**config.mk**
```make
export PLATFORM = sky130hd
export DESIGN_NAME = audio_interface_pin_routing
export DESIGN_NICKNAME = d
export VERILOG_FILES = /design/src/shared/pin_routing_pkg.sv /design/src/verilog/pin_select3.sv /design/src/verilog/pin_select2.sv /design/src/verilog/audio_interface_pin_routing.sv
export SDC_FILE = /design/constraint.sdc
export NUM_CORES = 1
export LEC_CHECK = 0
export BUFFER_PORTS_ARGS = -buffer_cell sky130_fd_sc_hd__buf_2
export CORE_MARGIN = 2
export CORE_UTILIZATION = 55
export DETAILED_ROUTE_END_ITERATION = 16
export GPL_ROUTABILITY_DRIVEN = 1
export PLACE_DENSITY = 0.86
export SLEW_MARGIN = 10
export SYNTH_ARGS = -nofsm -noshare
export SYNTH_HDL_FRONTEND = slang
export SYNTH_SLANG_ARGS = --single-unit
```
**constraint.sdc**
```tcl
create_clock -name clk -period 2.1 [get_ports clk]
set_input_delay 0.42 -clock clk [delete_from_list [all_inputs] [get_ports clk]]
set_output_delay 0.42 -clock clk [all_outputs]
set_load 0.1 [all_outputs]
```
**src/shared/pin_routing_pkg.sv**
```systemverilog
// constants for the audio interface pin routing block
`default_nettype none
package pin_routing_pkg;
  localparam logic [7:0] addr_clock_routing = 8'h11;
  localparam logic [7:0] addr_input_routing = 8'h12;
  localparam logic [7:0] addr_density_config = 8'h13;
  localparam logic [7:0] addr_pin_misc = 8'h14;
  localparam logic [7:0] addr_mic_supply = 8'h15;

  localparam logic [7:0] reset_clock_routing = 8'h80;
  localparam logic [7:0] reset_input_routing = 8'h00;
  localparam logic [7:0] reset_density_config = 8'h00;
  localparam logic [7:0] reset_pin_misc = 8'h00;
  localparam logic [7:0] reset_mic_supply = 8'h00;

  // writable bit masks; other bits are reserved
  localparam logic [7:0] mask_clock_routing = 8'hfe;
  localparam logic [7:0] mask_input_routing = 8'hfc;
  localparam logic [7:0] mask_density_config = 8'hff;
  localparam logic [7:0] mask_pin_misc = 8'hf1;
  localparam logic [7:0] mask_mic_supply = 8'hc0;

  // field positions
  localparam int primary_input_enable_bit = 7;
  localparam int frame_source_lsb = 4;
  localparam int bitclock_source_lsb = 1;
  localparam int input_source_lsb = 5;
  localparam int input2_source_lsb = 2;
  localparam int chan1_type_bit = 7;
  localparam int chan2_type_bit = 6;
  localparam int pair12_edge_bit = 5;
  localparam int pair34_edge_bit = 4;
  localparam int pair12_source_lsb = 2;
  localparam int pair34_source_lsb = 0;
  localparam int override_bit = 7;
  localparam int dual_use_bit = 6;
  localparam int shutdown_pin_lsb = 4;
  localparam int aux_enable_bit = 0;
  localparam int mic_pin_lsb = 6;

  // selector codes
  localparam logic [2:0] sel_off = 3'h0;
  localparam logic [2:0] sel_multi_one = 3'h1;
  localparam logic [2:0] sel_input_two = 3'h2;
  localparam logic [2:0] sel_input_one = 3'h3;
  localparam logic [2:0] sel_serial_out = 3'h4;
  localparam logic [2:0] sel_primary = 3'h5;
endpackage : pin_routing_pkg
`default_nettype wire

```
**src/verilog/pin_select3.sv**
```systemverilog
// three-bit source selector shared by the serial port routes
`timescale 1ns/1ps
`default_nettype none
module pin_select3
  import pin_routing_pkg::*;
(
  // selection
  input wire logic [2:0] code,
  input wire logic allow_serial_out,
  // sources
  input wire logic multi_one,
  input wire logic input_two,
  input wire logic input_one,
  input wire logic serial_out,
  input wire logic primary,
  // result
  output logic value,
  output logic active
);
  always_comb
  begin
    value = 1'b0;
    active = 1'b1;
    case (code)
      sel_multi_one: value = multi_one;
      sel_input_two: value = input_two;
      sel_input_one: value = input_one;
      sel_primary: value = primary;
      sel_serial_out:
      begin
        value = allow_serial_out & serial_out;
        active = allow_serial_out;
      end
      default: active = 1'b0;
    endcase
  end
endmodule : pin_select3
`default_nettype wire

```
**src/verilog/pin_select2.sv**
```systemverilog
// two-bit general pin selector
`timescale 1ns/1ps
`default_nettype none
module pin_select2
  import pin_routing_pkg::*;
(
  // selection
  input wire logic [1:0] code,
  // sources
  input wire logic multi_one,
  input wire logic input_two,
  input wire logic input_one,
  // result
  output logic value,
  output logic active
);
  always_comb
  begin
    value = 1'b0;
    active = 1'b1;
    case ({1'b0, code})
      sel_multi_one: value = multi_one;
      sel_input_two: value = input_two;
      sel_input_one: value = input_one;
      default: active = 1'b0;
    endcase
  end
endmodule : pin_select2
`default_nettype wire

```
**src/verilog/audio_interface_pin_routing.sv**
```systemverilog
// register file and pin routing for the serial ports and density inputs
`timescale 1ns/1ps
`default_nettype none
module audio_interface_pin_routing
  import pin_routing_pkg::*;
(
  // clock and reset
  input wire logic clk,
  input wire logic rst_n,
  // register port
  input wire logic reg_write,
  input wire logic [7:0] reg_addr,
  input wire logic [7:0] reg_wdata,
  output logic [7:0] reg_rdata,
  // pins, asynchronous
  input wire logic multi_pin_one,
  input wire logic input_pin_two,
  input wire logic input_pin_one,
  input wire logic serial_in_pin,
  input wire logic serial_out_pin_in,
  input wire logic primary_frame_sync,
  input wire logic primary_bit_clock,
  input wire logic density_mod_clock,
  // other device controls
  input wire logic converter_power_control,
  input wire logic [3:0] out_function_select,
  // primary port
  output logic primary_data_in,
  // secondary port
  output logic secondary_enable,
  output logic secondary_frame_sync,
  output logic secondary_bit_clock,
  output logic secondary_data_in,
  output logic secondary_data_in_valid,
  output logic secondary_data_in2,
  output logic secondary_data_in2_valid,
  // density inputs
  output logic chan1_digital,
  output logic chan2_digital,
  output logic [3:0] density_sample,
  output logic [3:0] density_sample_strobe,
  // misc pin functions
  output logic converter_shutdown,
  output logic aux_function_enable,
  output logic mic_supply_enable,
  output logic serial_out_is_input,
  output logic [3:0] serial_out_function
);
  // registers
  logic [7:0] clock_routing, next_clock_routing;
  logic [7:0] input_routing, next_input_routing;
  logic [7:0] density_config, next_density_config;
  logic [7:0] pin_misc, next_pin_misc;
  logic [7:0] mic_supply, next_mic_supply;

  // register writes, reserved bits forced low
  always_comb
  begin
    next_clock_routing = clock_routing;
    next_input_routing = input_routing;
    next_density_config = density_config;
    next_pin_misc = pin_misc;
    next_mic_supply = mic_supply;
    if (reg_write)
    begin
      case (reg_addr)
        addr_clock_routing: next_clock_routing = reg_wdata & mask_clock_routing;
        addr_input_routing: next_input_routing = reg_wdata & mask_input_routing;
        addr_density_config: next_density_config = reg_wdata & mask_density_config;
        addr_pin_misc: next_pin_misc = reg_wdata & mask_pin_misc;
        addr_mic_supply: next_mic_supply = reg_wdata & mask_mic_supply;
        default: ;
      endcase
    end
  end

  // register update
  always_ff @(posedge clk or negedge rst_n)
  begin
    if (!rst_n)
    begin
      clock_routing <= reset_clock_routing;
      input_routing <= reset_input_routing;
      density_config <= reset_density_config;
      pin_misc <= reset_pin_misc;
      mic_supply <= reset_mic_supply;
    end
    else
    begin
      clock_routing <= next_clock_routing;
      input_routing <= next_input_routing;
      density_config <= next_density_config;
      pin_misc <= next_pin_misc;
      mic_supply <= next_mic_supply;
    end
  end

  // read mux, unmapped reads zero
  always_comb
  begin
    case (reg_addr)
      addr_clock_routing: reg_rdata = clock_routing;
      addr_input_routing: reg_rdata = input_routing;
      addr_density_config: reg_rdata = density_config;
      addr_pin_misc: reg_rdata = pin_misc;
      addr_mic_supply: reg_rdata = mic_supply;
      default: reg_rdata = 8'h00;
    endcase
  end

  // pin synchronisers, one generate loop over all pins
  localparam int num_pins = 8;
  logic [num_pins-1:0] pin_raw, pin_meta, pin_sync;
  assign pin_raw = {density_mod_clock, primary_bit_clock, primary_frame_sync, serial_out_pin_in,
                    serial_in_pin, input_pin_one, input_pin_two, multi_pin_one};
  generate
    for (genvar i = 0; i < num_pins; i++)
    begin : g_sync
      always_ff @(posedge clk or negedge rst_n)
      begin
        if (!rst_n)
        begin
          pin_meta[i] <= 1'b0;
          pin_sync[i] <= 1'b0;
        end
        else
        begin
          pin_meta[i] <= pin_raw[i];
          pin_sync[i] <= pin_meta[i];
        end
      end
    end
  endgenerate

  // synchronised pin levels
  logic s_multi, s_in2, s_in1, s_serial_in, s_serial_out, s_pfs, s_pbclk, s_dclk;
  assign {s_dclk, s_pbclk, s_pfs, s_serial_out, s_serial_in, s_in1, s_in2, s_multi} = pin_sync;

  // fields
  logic [2:0] frame_code, bclk_code, din_code, din2_code;
  logic [1:0] pair12_code, pair34_code, shutdown_code, mic_code;
  logic dual_use, override_en, primary_en;
  assign primary_en = clock_routing[primary_input_enable_bit];
  assign frame_code = clock_routing[frame_source_lsb +: 3];
  assign bclk_code = clock_routing[bitclock_source_lsb +: 3];
  assign din_code = input_routing[input_source_lsb +: 3];
  assign din2_code = input_routing[input2_source_lsb +: 3];
  assign pair12_code = density_config[pair12_source_lsb +: 2];
  assign pair34_code = density_config[pair34_source_lsb +: 2];
  assign override_en = pin_misc[override_bit];
  assign dual_use = pin_misc[dual_use_bit];
  assign shutdown_code = pin_misc[shutdown_pin_lsb +: 2];
  assign mic_code = mic_supply[mic_pin_lsb +: 2];

  // primary data input gate
  logic primary_din;
  assign primary_din = primary_en & s_serial_in;

  // serial out pin usable as input when dual use or selected as input
  logic serial_out_input;
  assign serial_out_input = dual_use | (out_function_select == 4'h1);

  // secondary port frame sync and bit clock sources
  logic fs_val, fs_act, bc_val, bc_act;
  logic d1_val, d1_act, d2_val, d2_act;
  pin_select3 u_frame (
    .code(frame_code),
    .allow_serial_out(1'b0),
    .multi_one(s_multi),
    .input_two(s_in2),
    .input_one(s_in1),
    .serial_out(1'b0),
    .primary(s_pfs),
    .value(fs_val),
    .active(fs_act)
  );

  pin_select3 u_bclk (
    .code(bclk_code),
    .allow_serial_out(1'b0),
    .multi_one(s_multi),
    .input_two(s_in2),
    .input_one(s_in1),
    .serial_out(1'b0),
    .primary(s_pbclk),
    .value(bc_val),
    .active(bc_act)
  );

  // secondary port data input sources
  pin_select3 u_din (
    .code(din_code),
    .allow_serial_out(serial_out_input),
    .multi_one(s_multi),
    .input_two(s_in2),
    .input_one(s_in1),
    .serial_out(s_serial_out),
    .primary(primary_din),
    .value(d1_val),
    .active(d1_act)
  );

  pin_select3 u_din2 (
    .code(din2_code),
    .allow_serial_out(serial_out_input),
    .multi_one(s_multi),
    .input_two(s_in2),
    .input_one(s_in1),
    .serial_out(s_serial_out),
    .primary(primary_din),
    .value(d2_val),
    .active(d2_act)
  );

  // density data sources, input pin one may be overridden
  logic in1_density;
  assign in1_density = override_en ? s_serial_in : s_in1;
  logic p12_val, p12_act;
  logic p34_val, p34_act;
  pin_select2 u_pair12 (
    .code(pair12_code),
    .multi_one(s_multi),
    .input_two(s_in2),
    .input_one(in1_density),
    .value(p12_val),
    .active(p12_act)
  );

  pin_select2 u_pair34 (
    .code(pair34_code),
    .multi_one(s_multi),
    .input_two(s_in2),
    .input_one(in1_density),
    .value(p34_val),
    .active(p34_act)
  );

  // converter shutdown and microphone supply pins
  logic sd_val, sd_act;
  logic mic_val, mic_act;
  pin_select2 u_shutdown (
    .code(shutdown_code),
    .multi_one(s_multi),
    .input_two(s_in2),
    .input_one(s_in1),
    .value(sd_val),
    .active(sd_act)
  );

  pin_select2 u_mic (
    .code(mic_code),
    .multi_one(s_multi),
    .input_two(s_in2),
    .input_one(s_in1),
    .value(mic_val),
    .active(mic_act)
  );

  // density clock edge detection
  logic dclk_prev, next_dclk_prev;
  logic rise, fall;
  assign next_dclk_prev = s_dclk;
  assign rise = s_dclk & ~dclk_prev;
  assign fall = ~s_dclk & dclk_prev;

  // latch edge per channel: bit clear means odd channel on fall
  logic [3:0] ch_edge;
  assign ch_edge[0] = density_config[pair12_edge_bit] ? rise : fall;
  assign ch_edge[1] = density_config[pair12_edge_bit] ? fall : rise;
  assign ch_edge[2] = density_config[pair34_edge_bit] ? rise : fall;
  assign ch_edge[3] = density_config[pair34_edge_bit] ? fall : rise;
  logic [3:0] ch_active, ch_data;
  assign ch_active = {p34_act, p34_act, p12_act, p12_act};
  assign ch_data = {p34_val, p34_val, p12_val, p12_val};

  // output registers
  logic [3:0] next_sample, next_strobe;
  logic next_pdin, next_sfs, next_sbclk, next_sen;
  logic next_sd1, next_sd1v, next_sd2, next_sd2v;
  logic next_shutdown, next_mic;
  always_comb
  begin
    next_strobe = ch_edge & ch_active;
    next_sample = density_sample;
    for (int c = 0; c < 4; c++)
    begin
      if (next_strobe[c])
        next_sample[c] = ch_data[c];
    end
    next_pdin = primary_din;
    next_sen = fs_act & bc_act;
    next_sfs = fs_val & next_sen;
    next_sbclk = bc_val & next_sen;
    next_sd1 = d1_val;
    next_sd1v = d1_act;
    next_sd2 = d2_val;
    next_sd2v = d2_act;
    next_shutdown = ~converter_power_control | (sd_act & sd_val);
    next_mic = mic_act & mic_val;
  end

  always_ff @(posedge clk or negedge rst_n)
  begin
    if (!rst_n)
    begin
      dclk_prev <= 1'b0;
      density_sample <= 4'h0;
      density_sample_strobe <= 4'h0;
      primary_data_in <= 1'b0;
      secondary_enable <= 1'b0;
      secondary_frame_sync <= 1'b0;
      secondary_bit_clock <= 1'b0;
      secondary_data_in <= 1'b0;
      secondary_data_in_valid <= 1'b0;
      secondary_data_in2 <= 1'b0;
      secondary_data_in2_valid <= 1'b0;
      converter_shutdown <= 1'b1;
      mic_supply_enable <= 1'b0;
    end
    else
    begin
      dclk_prev <= next_dclk_prev;
      density_sample <= next_sample;
      density_sample_strobe <= next_strobe;
      primary_data_in <= next_pdin;
      secondary_enable <= next_sen;
      secondary_frame_sync <= next_sfs;
      secondary_bit_clock <= next_sbclk;
      secondary_data_in <= next_sd1;
      secondary_data_in_valid <= next_sd1v;
      secondary_data_in2 <= next_sd2;
      secondary_data_in2_valid <= next_sd2v;
      converter_shutdown <= next_shutdown;
      mic_supply_enable <= next_mic;
    end
  end

  // configuration outputs, combinational from registers and out_function_select
  assign chan1_digital = density_config[chan1_type_bit];
  assign chan2_digital = density_config[chan2_type_bit];
  assign aux_function_enable = pin_misc[aux_enable_bit];
  assign serial_out_is_input = serial_out_input;
  assign serial_out_function = dual_use ? 4'h0 : out_function_select;
endmodule : audio_interface_pin_routing
`default_nettype wire

```
* Yosys cells after proc, flatten, opt, wreduce, memory -nomap -nowiden *
Cells that the tools add are included.

cells by class
  multiplexer cells = 23
  bitwise operators = 15
  eq/ne operators = 36
  reductions and logical operators = 13

operator list
  cell                                           count
  == test 8 x 5 -> 1 bit, second input constant  5
  one-hot mux 8 bit (5 select lines)             1
  == test 3 x 2 -> 1 bit, second input constant  8
  == test 3 bit, second input constant           6
  == test 2 bit, second input constant           8
  OR reduction 4 bit                             4
  == test 3 x 1 -> 1 bit, second input constant  4
  one-hot mux 1 bit (3 select lines)             4
  OR reduction 3 bit                             4
  2-to-1 mux 1 bit                               11
  one-hot mux 1 bit (5 select lines)             2
  AND reduction 2 bit                            5
  AND 1 bit                                      9
  == test 2 x 1 -> 1 bit, second input constant  4
  one-hot mux 1 bit (4 select lines)             2
  AND 4 bit                                      1
  == test 4 x 1 -> 1 bit, second input constant  1
  2-to-1 mux 4 bit                               1
  one-hot mux 1 bit (2 select lines)             2
  inverter 1 bit                                 3
  bitwise OR 1 bit                               2

storage, ports and cells
  word-level logic and storage cells = 124
  flip-flop bits (word level) = 63

* Depth between registers and ports, before layout *
Gate-level depths: netlist of the first run.

  depth in word-level cells = 5
  gate-level depth with buffers = 5

* Modules after synthesis *
Synthesis of the first run repeated with hierarchy kept, for this count alone.

second synthesis, totals
  cell total of the unflattened synthesis = 225
  area total of the unflattened synthesis = 2,936.6 um^2

by module, submodules not included
  module                       sequential area each (um^2)  cells an instance  times used  area an instance (um^2)
  audio_interface_pin_routing  1,579.0                      173                1           2,526.2
  pin_select3                  0.0                          9                  4           72.6
  pin_select2                  0.0                          4                  4           30.0

* Worst setup path before layout of the first run *
OpenSTA, ideal clock, no wires.

  path type = input -> output
  from = input reg_addr[7]
  to = output reg_rdata[1]
  arrival time = 4.080 ns
  slack = -2.400 ns
  data required time = 1.680 ns
  stages on the path = 3
  path buffers = 0
  path through = nor3b_4 nand2_1 nor4b_1

between the ends
  longest elaborated chain between the ends = 2
  elaborated cells on any way between the ends = 6

RTL lines
  element                               line                                RTL
  from (decl)                           audio_interface_pin_routing.sv:12   input wire logic [7:0] reg_addr,
  == test 8 x 5 -> 1 bit                audio_interface_pin_routing.sv:101  case (reg_addr)
  one-hot mux 8 bit (5 select lines) *  audio_interface_pin_routing.sv:101
  to (decl)                             audio_interface_pin_routing.sv:14   output logic [7:0] reg_rdata,

Every way passes the cells marked *; elsewhere a longest branch is shown, timed or not.

* Final worst setup path of the first run *
  from = register mic_supply[7]
  to = output reg_rdata[7]

between the ends
  longest elaborated chain between the ends = 1

RTL lines
  element                             line                                RTL
  from (decl)                         audio_interface_pin_routing.sv:54   logic [7:0] mic_supply, next_mic_supply;
  from (signal assigned)              audio_interface_pin_routing.sv:86   mic_supply <= reset_mic_supply;
  from (signal assigned)              audio_interface_pin_routing.sv:94   mic_supply <= next_mic_supply;
  one-hot mux 8 bit (5 select lines)  audio_interface_pin_routing.sv:101

Every way passes these cells.

==> flow_metrics.py, run 1 <==
metrics = {
    "run_status": {
        "status": "completed",
    },
    "worst_setup_path": {
        "r2r-start": "next_dclk_prev$_DFF_PN0_",
        "cp.required_ns": 1.68,
        "crit_cells": 4,
        "end_kind": "output pin",
        "rr_worst_depth": 3,
        "cpPeakStageDelay_ns": 0.42,
        "critPathArrivalTime_ns": 1.61,
        "crit_type": "reg2out",
        "path_max_fanout": 4,
        "path_delay_family": "flip-flops",
        "cpMaxStageDelayCell": "dfrtp_1",
        "path_cells": "mux2_2 > a221oi_2 > nor3_4 > buf_12",
        "r2r_end": "density_sample[0]$_DFFE_PN0P_",
        "rrSetupSlack_ns": 0.52,
        "path_buf_inv": 1,
        "start_kind": "register",
    },
    "die": {
        "die_area_um2": 5750,
        "row_count": 26,
        "io_pins": 66,
        "die_x_um": 75.8,
        "chipHeight_um": 75.8,
        "core-area_um2": 5040,
        "initial_core_util_pct": 56.3,
    },
    "drt": {
        "vias": 2068,
        "avgRoutedWirePerCell_um": 17.4,
        "drtIter0Drc": 111,
        "first_pass_iters": 4,
        "drc": 0,
        "avgViaCountPerCell": 5.51,
        "totalWireLength_um": 6520,
        "ant_nets": 0,
    },
    "cells_and_area": {
        "multi_input_area_um2": 1340,
        "n_fill_cell": 345,
        "layout_common_cells": "dfrtp_1, buf_2, mux2_2",
        "diodes": 0,
        "nets": 334,
        "area_growth_pct": 31.8,
        "seq_area_um2": 1580,
        "final_common_cell": "dfrtp_1",
        "finish.utilization_pct": 74.1,
        "drive_gt1_share_pct": 51.5,
    },
    "timing": {
        "setup_viol": 0,
        "finClkSkew_ns": 0.00807,
        "fin_crit_ns": 2.03,
        "maxSlewViolCount": 0,
        "timing.final.crit_share_pct": 96.7,
        "tightest_slew_ns": 0.497,
        "final_hold_viol_count": 0,
        "relSlewSlack_pct": 67.1,
        "finalHoldWorstSlack_ns": 0.196,
        "fmaxAchievable_ghz": 0.492,
    },
    "clocking": {
        "clock_path_buffers": 2,
        "cts_tree": "built",
        "clk-insertion-delay-late_ns": 0.33,
        "numCtsBuffers": 9,
        "clkSinkCount": 63,
        "root_buffer": "clkbuf_8",
        "htree_levels": 3,
        "post-cts-setup-buffers": 0,
        "path_clk_slew_ns": 0.06,
    },
    "hold_path": {
        "hp-start": "primary_frame_sync",
        "hold_end": "pin_meta[5]$_DFF_PN0_",
        "hp-class": "in2reg",
        "hold_depth": 1,
    },
    "grt": {
        "antenna_found_initial": 1,
        "grt.overflow.total": 0,
        "grt_max_degree": 26,
        "grt_pass1_vias": 2101,
        "grt_pass1_wl_um": 10000,
        "grt_use_total_pct": 24.4,
    },
    "placement": {
        "routabilityCongestion": 0.848,
        "portBuffers": 65,
        "dp_hpwl_um": 4740,
    },
    "logic_synthesis": {
        "netlist_instances": 220,
        "synth_top_family_by_area": "multiplexers",
        "async_flop_share_pct": 100,
        "synth.mux.area_fraction_pct": 19.9,
        "yosys.area_share.simple_pct": 14.7,
        "synthTopCellsByArea": "dfrtp_1, mux2_2, nand3b_1",
        "yosysSeqAreaShare_pct": 55.7,
        "synth_top_area_share_pct": 53.8,
        "synth_edf_count": 0,
        "ys_ff_latch": 63,
        "yosys_warnings": 0,
        "synth-compound-area-share_pct": 8.25,
        "synth_nets": 252,
        "synth-main-ff-cell": "dfrtp_1",
        "synth_area_leader_cell": "dfrtp_1",
        "avgSynthCellArea_um2": 12.9,
        "synth_fa_ha_area_share_pct": 0,
        "synthDistinctLibCells": 37,
        "netlist_area_um2": 2840,
        "synthXorXnorAreaFrac_pct": 0,
    },
    "power_and_ir_drop": {
        "power_density_nw_per_um2": 769,
        "vdd_drop_max_mv": 0.779,
        "leakage_nw": 1.79,
    },
    "flow_run": {
        "cap_violations": 0,
    },
}
cells in the mapped netlist, types with 2 or more instances:
| cell | n |
|---|---|
| o21ai_0 | 4 |
| nand2_1 | 10 |
| nor4b_1 | 2 |
| a22oi_1 | 5 |
| o221ai_1 | 3 |
| o21a_1 | 2 |
| a221oi_1 | 2 |
| or3b_1 | 4 |
| nor2b_1 | 11 |
| o2111ai_1 | 2 |
| inv_1 | 5 |
| mux2i_1 | 7 |
| nand4_2 | 2 |
| dfrtp_1 | 61 |
| dfstp_2 | 2 |
| nand3_1 | 2 |
| buf_2 | 3 |
| mux2_2 | 44 |
| a21oi_1 | 9 |
| a21o_1 | 2 |
| clkbuf_1 | 2 |
| nor3_1 | 3 |
| and2_1 | 2 |
| nand3b_1 | 12 |
| nor2_1 | 7 |
registers in the layout, summed over array words and instances (netlist names), 2 cells and up:
name,cells
density_sample_strobe,4
pin_misc,5
pin_meta,8
input_routing,6
density_sample,4
mic_supply,2
density_config,8
clock_routing,7
stage by stage:
stage / worst slack, ns / setup TNS (ns) / cells / power [mW] / area, um^2
after global placement: 0.127 / 0 / 360 / 1.98 / 3540
final: 0.0688 / 0 / 375 / 2.87 / 3740
after detailed placement: 0.115 / 0 / 360 / 2.00 / 3540
after floorplan: -0.358 / -1.36 / 220 / 1.85 / 2960
after CTS: 0.00173 / 0 / 375 / 2.88 / 3720
after global routing: -0.0344 / -0.0344 / 375 / 2.98 / 3740
report_power, final:
| group | switching [mW] | internal, mW |
|---|---|---|
| logic | 0.465 | 0.162 |
| registers | 0.0647 | 1.29 |
| clock network | 0.409 | 0.479 |
| total | 0.939 | 1.93 |
logic make-up (layout without fill, tap and decap cells):
| group | Yosys count | in the layout |
|---|---|---|
| AO/OA/AOI/OAI | 34 | 34 |
| buffers and inverters | 10 | 95 |
| multiplexers | 51 | 51 |
| flip-flops | 63 | 63 |
| AND/OR/NAND/NOR | 62 | 62 |
worst max-delay path by stage:
stage | slack [ns] | startpoint | to
3_5_place_dp | 0.12 | reg_addr[0] | reg_rdata[5]
3_3_place_gp | 0.13 | reg_addr[0] | reg_rdata[5]
2_1_floorplan | -0.36 | reg_addr[7] | reg_rdata[1]
4_1_cts | 0.002 | mic_supply[7]$_DFFE_PN0P_ | reg_rdata[7]
6_report | 0.07 | mic_supply[7]$_DFFE_PN0P_ | reg_rdata[7]
5_1_grt | -0.03 | mic_supply[7]$_DFFE_PN0P_ | reg_rdata[7]
per-layer routing:
layer / GRT usage, % / share of wire (%)
met3: 7.01 / 5.1
met2: 40.0 / 51
met1: 31.1 / 42
met5: 0 / 0.20
met4: 8.58 / 0.94
final cells by class:
type	count	share of cell area [%]
Sequential cell	63	42.4
Tap cell	70	2.34
Timing Repair Buffer	76	14.6
Inverter	5	0.502
Multi-Input combinational cell	147	35.8
Clock buffer	13	4.25
Clock inverter	1	0.134
timing repair:
item / in CTS / in global routing
hold buffers: 1 / 0
pin swaps: 0 / 0
endpoints found under the hold margin: 1 / 0
endpoints found under the setup margin: 1 / 2
resized for setup: 1 / 2
Note: power is estimated with default switching activity, not from simulation.
==> run 2, diff against run 1 <==
--- a/config.mk
+++ b/config.mk
@@ -7,10 +7,10 @@
 export LEC_CHECK = 0
 export BUFFER_PORTS_ARGS = -buffer_cell sky130_fd_sc_hd__buf_2
 export CORE_MARGIN = 2
-export CORE_UTILIZATION = 55
+export CORE_UTILIZATION = 48
 export DETAILED_ROUTE_END_ITERATION = 16
 export GPL_ROUTABILITY_DRIVEN = 1
-export PLACE_DENSITY = 0.86
+export PLACE_DENSITY = 0.8
 export SLEW_MARGIN = 10
 export SYNTH_ARGS = -nofsm -noshare
 export SYNTH_HDL_FRONTEND = slang
==> constraint.sdc (replaced) <==
create_clock -name clk -period 1.65 [get_ports clk]
set_input_delay 0.33 -clock clk [delete_from_list [all_inputs] [get_ports clk]]
set_output_delay 0.33 -clock clk [all_outputs]
set_load 0.1 [all_outputs]
==> flow_metrics.py, run 2 (synthesized netlist as in run 1, its figures left out) <==
metrics = {
    "grt": {
        "antenna_found_initial": 0,
        "grt_max_degree": 64,
        "grt_use_total_pct": 26.0,
        "grt.overflow.total": 0,
        "grt_pass1_vias": 2439,
        "grt_pass1_wl_um": 12300,
    },
    "placement": {
        "dp_hpwl_um": 5040,
        "place_inst": 389,
        "routabilityCongestion": 0.874,
        "portBuffers": 65,
    },
    "worst_setup_path": {
        "path_max_fanout": 2,
        "start_kind": "register",
        "cp.required_ns": 1.32,
        "critPathArrivalTime_ns": 1.60,
        "crit_type": "reg2out",
        "end_kind": "output pin",
    },
    "timing": {
        "tightest_slew_ns": 0.494,
        "setup_viol": 10,
        "final_hold_viol_count": 0,
        "rsz0062_at_grt": "yes",
        "fin_tns_setup_ns": -1.06,
        "fmaxAchievable_ghz": 0.518,
        "fin_crit_ns": 1.93,
        "timing.final.crit_share_pct": 117,
        "setup_slack_ns": -0.279,
        "finClkSkew_ns": 0.00879,
        "relSlewSlack_pct": 67.3,
        "maxSlewViolCount": 0,
    },
    "run_status": {
        "violations": "negative setup slack",
        "status": "finished, violations left",
    },
    "cells_and_area": {
        "drive_gt1_share_pct": 60.9,
        "diodes": 0,
        "nets": 377,
        "area_growth_pct": 51.7,
        "final_common_cell": "dfrtp_1",
        "n_fill_cell": 365,
        "layout_common_cells": "dfrtp_1, buf_2, buf_4",
        "multi_input_area_um2": 1400,
        "finish.utilization_pct": 76.8,
        "seq_area_um2": 1590,
        "instances_no_fill": 422,
        "top_regs": "density_config: 8 flops, pin_meta: 8 flops, clock_routing: 7 flops",
    },
    "clocking": {
        "path_clk_slew_ns": 0.07,
        "clock_path_buffers": 2,
        "clk-insertion-delay-late_ns": 0.34,
        "clkSinkCount": 63,
        "root_buffer": "clkbuf_8",
        "numCtsBuffers": 9,
        "htree_levels": 3,
        "cts_tree": "built",
    },
    "die": {
        "io_pins": 66,
        "row_count": 27,
        "initial_core_util_pct": 50.6,
        "die_x_um": 80.9,
        "chipHeight_um": 80.9,
        "die_area_um2": 6540,
        "core-area_um2": 5610,
    },
    "drt": {
        "wl_met2_um": 3980,
        "dr.max_layer_used": "met4",
        "avgRoutedWirePerCell_um": 18.6,
        "route.met3.wl_um": 402,
        "totalWireLength_um": 7850,
        "met1_length_um": 3260,
        "first_pass_iters": 4,
        "drtIter0Drc": 208,
        "vias": 2346,
        "avgViaCountPerCell": 5.56,
        "ant_nets": 0,
        "drc": 0,
    },
    "power_and_ir_drop": {
        "finalPower_mw": 4.05,
        "power_density_nw_per_um2": 940,
        "vdd_drop_max_mv": 0.789,
        "leakage_nw": 2.08,
    },
    "flow_run": {
        "cap_violations": 0,
    },
    "hold_path": {
        "hp-class": "in2reg",
    },
}
run 2: cell types whose count changed in the layout (fill, tap and decap cells not counted), moves of 3 or more:
cell	change
nor2b_4	+3
buf_2	-8
buf_4	+37
buf_6	+7
buf_12	+6
dfrtp_1	-3
run 2: worst max-delay path, cell delays in order, from the launching register on:
cell	delay, ns
dfrtp_1	0.39
mux2_2	0.28
a221oi_2	0.21
buf_4	0.15
a211oi_4	0.04
buf_12	0.17
run 2: power by group:
part / switching, mW / internal, mW / total [mW] / leakage (nW)
Combinational: 0.650 / 0.301 / 0.952 / 1.17
Sequential: 0.0632 / 1.65 / 1.71 / 0.814
Clock: 0.604 / 0.783 / 1.39 / 0.0988
run 2: metal layers:
layer	GRT usage, %	vias up
met5	0	-
met4	10.7	0
met3	6.00	27
met2	44.0	84
met1	32.2	1170
li1	-	1065
run 2: layout make-up:
type                       count  share of cell area [%]
sequential                    63                    37.0
multi-input combinational    147                    32.4
timing repair buffer         119                    23.2
clock buffer                  12                    3.60
tap                           72                    2.09
clock inverter                 4                    1.25
inverter                       5                   0.436
run 2: through the flow:
| stage | cell area [um^2] | setup WS [ns] | hold WS, ns |
|---|---|---|---|
| after floorplan | 2970 | -0.637 | 0.0344 |
| after global placement | 3850 | -0.121 | 0.332 |
| after detailed placement | 3850 | -0.134 | 0.335 |
| after CTS | 4260 | -0.292 | 0.0768 |
| after global routing | 4300 | -0.321 | 0.0723 |
| final | 4300 | -0.279 | 0.0886 |
run 2: path summary, 6_finish.rpt:
check	cells after the start	startpoint	endpoint	slack (ns)
min reg2reg	0	pin_meta[2]$_DFF_PN0_	s_in1$_DFF_PN0_	0.35
min	1	primary_bit_clock	pin_meta[6]$_DFF_PN0_	0.09
max	5	input_routing[5]$_DFFE_PN0P_	reg_rdata[5]	-0.28
max reg2reg	4	density_config[4]$_DFFE_PN0P_	density_sample[2]$_DFFE_PN0P_	0.06
min in group asynchronous	3	rst_n	secondary_data_in_valid$_DFF_PN0_	0.51
max in group asynchronous	3	rst_n	clock_routing[7]$_DFFE_PN1P_	0.80
run 2: what timing repair did:
action / 4_1_cts / 5_1_grt
setup buffers: 13 / 5
hold endpoints to repair: 5 / 0
gates resized for setup: 24 / 6
hold buffers: 1 / 0
setup endpoints to repair: 11 / 14
pin swaps: 8 / 9
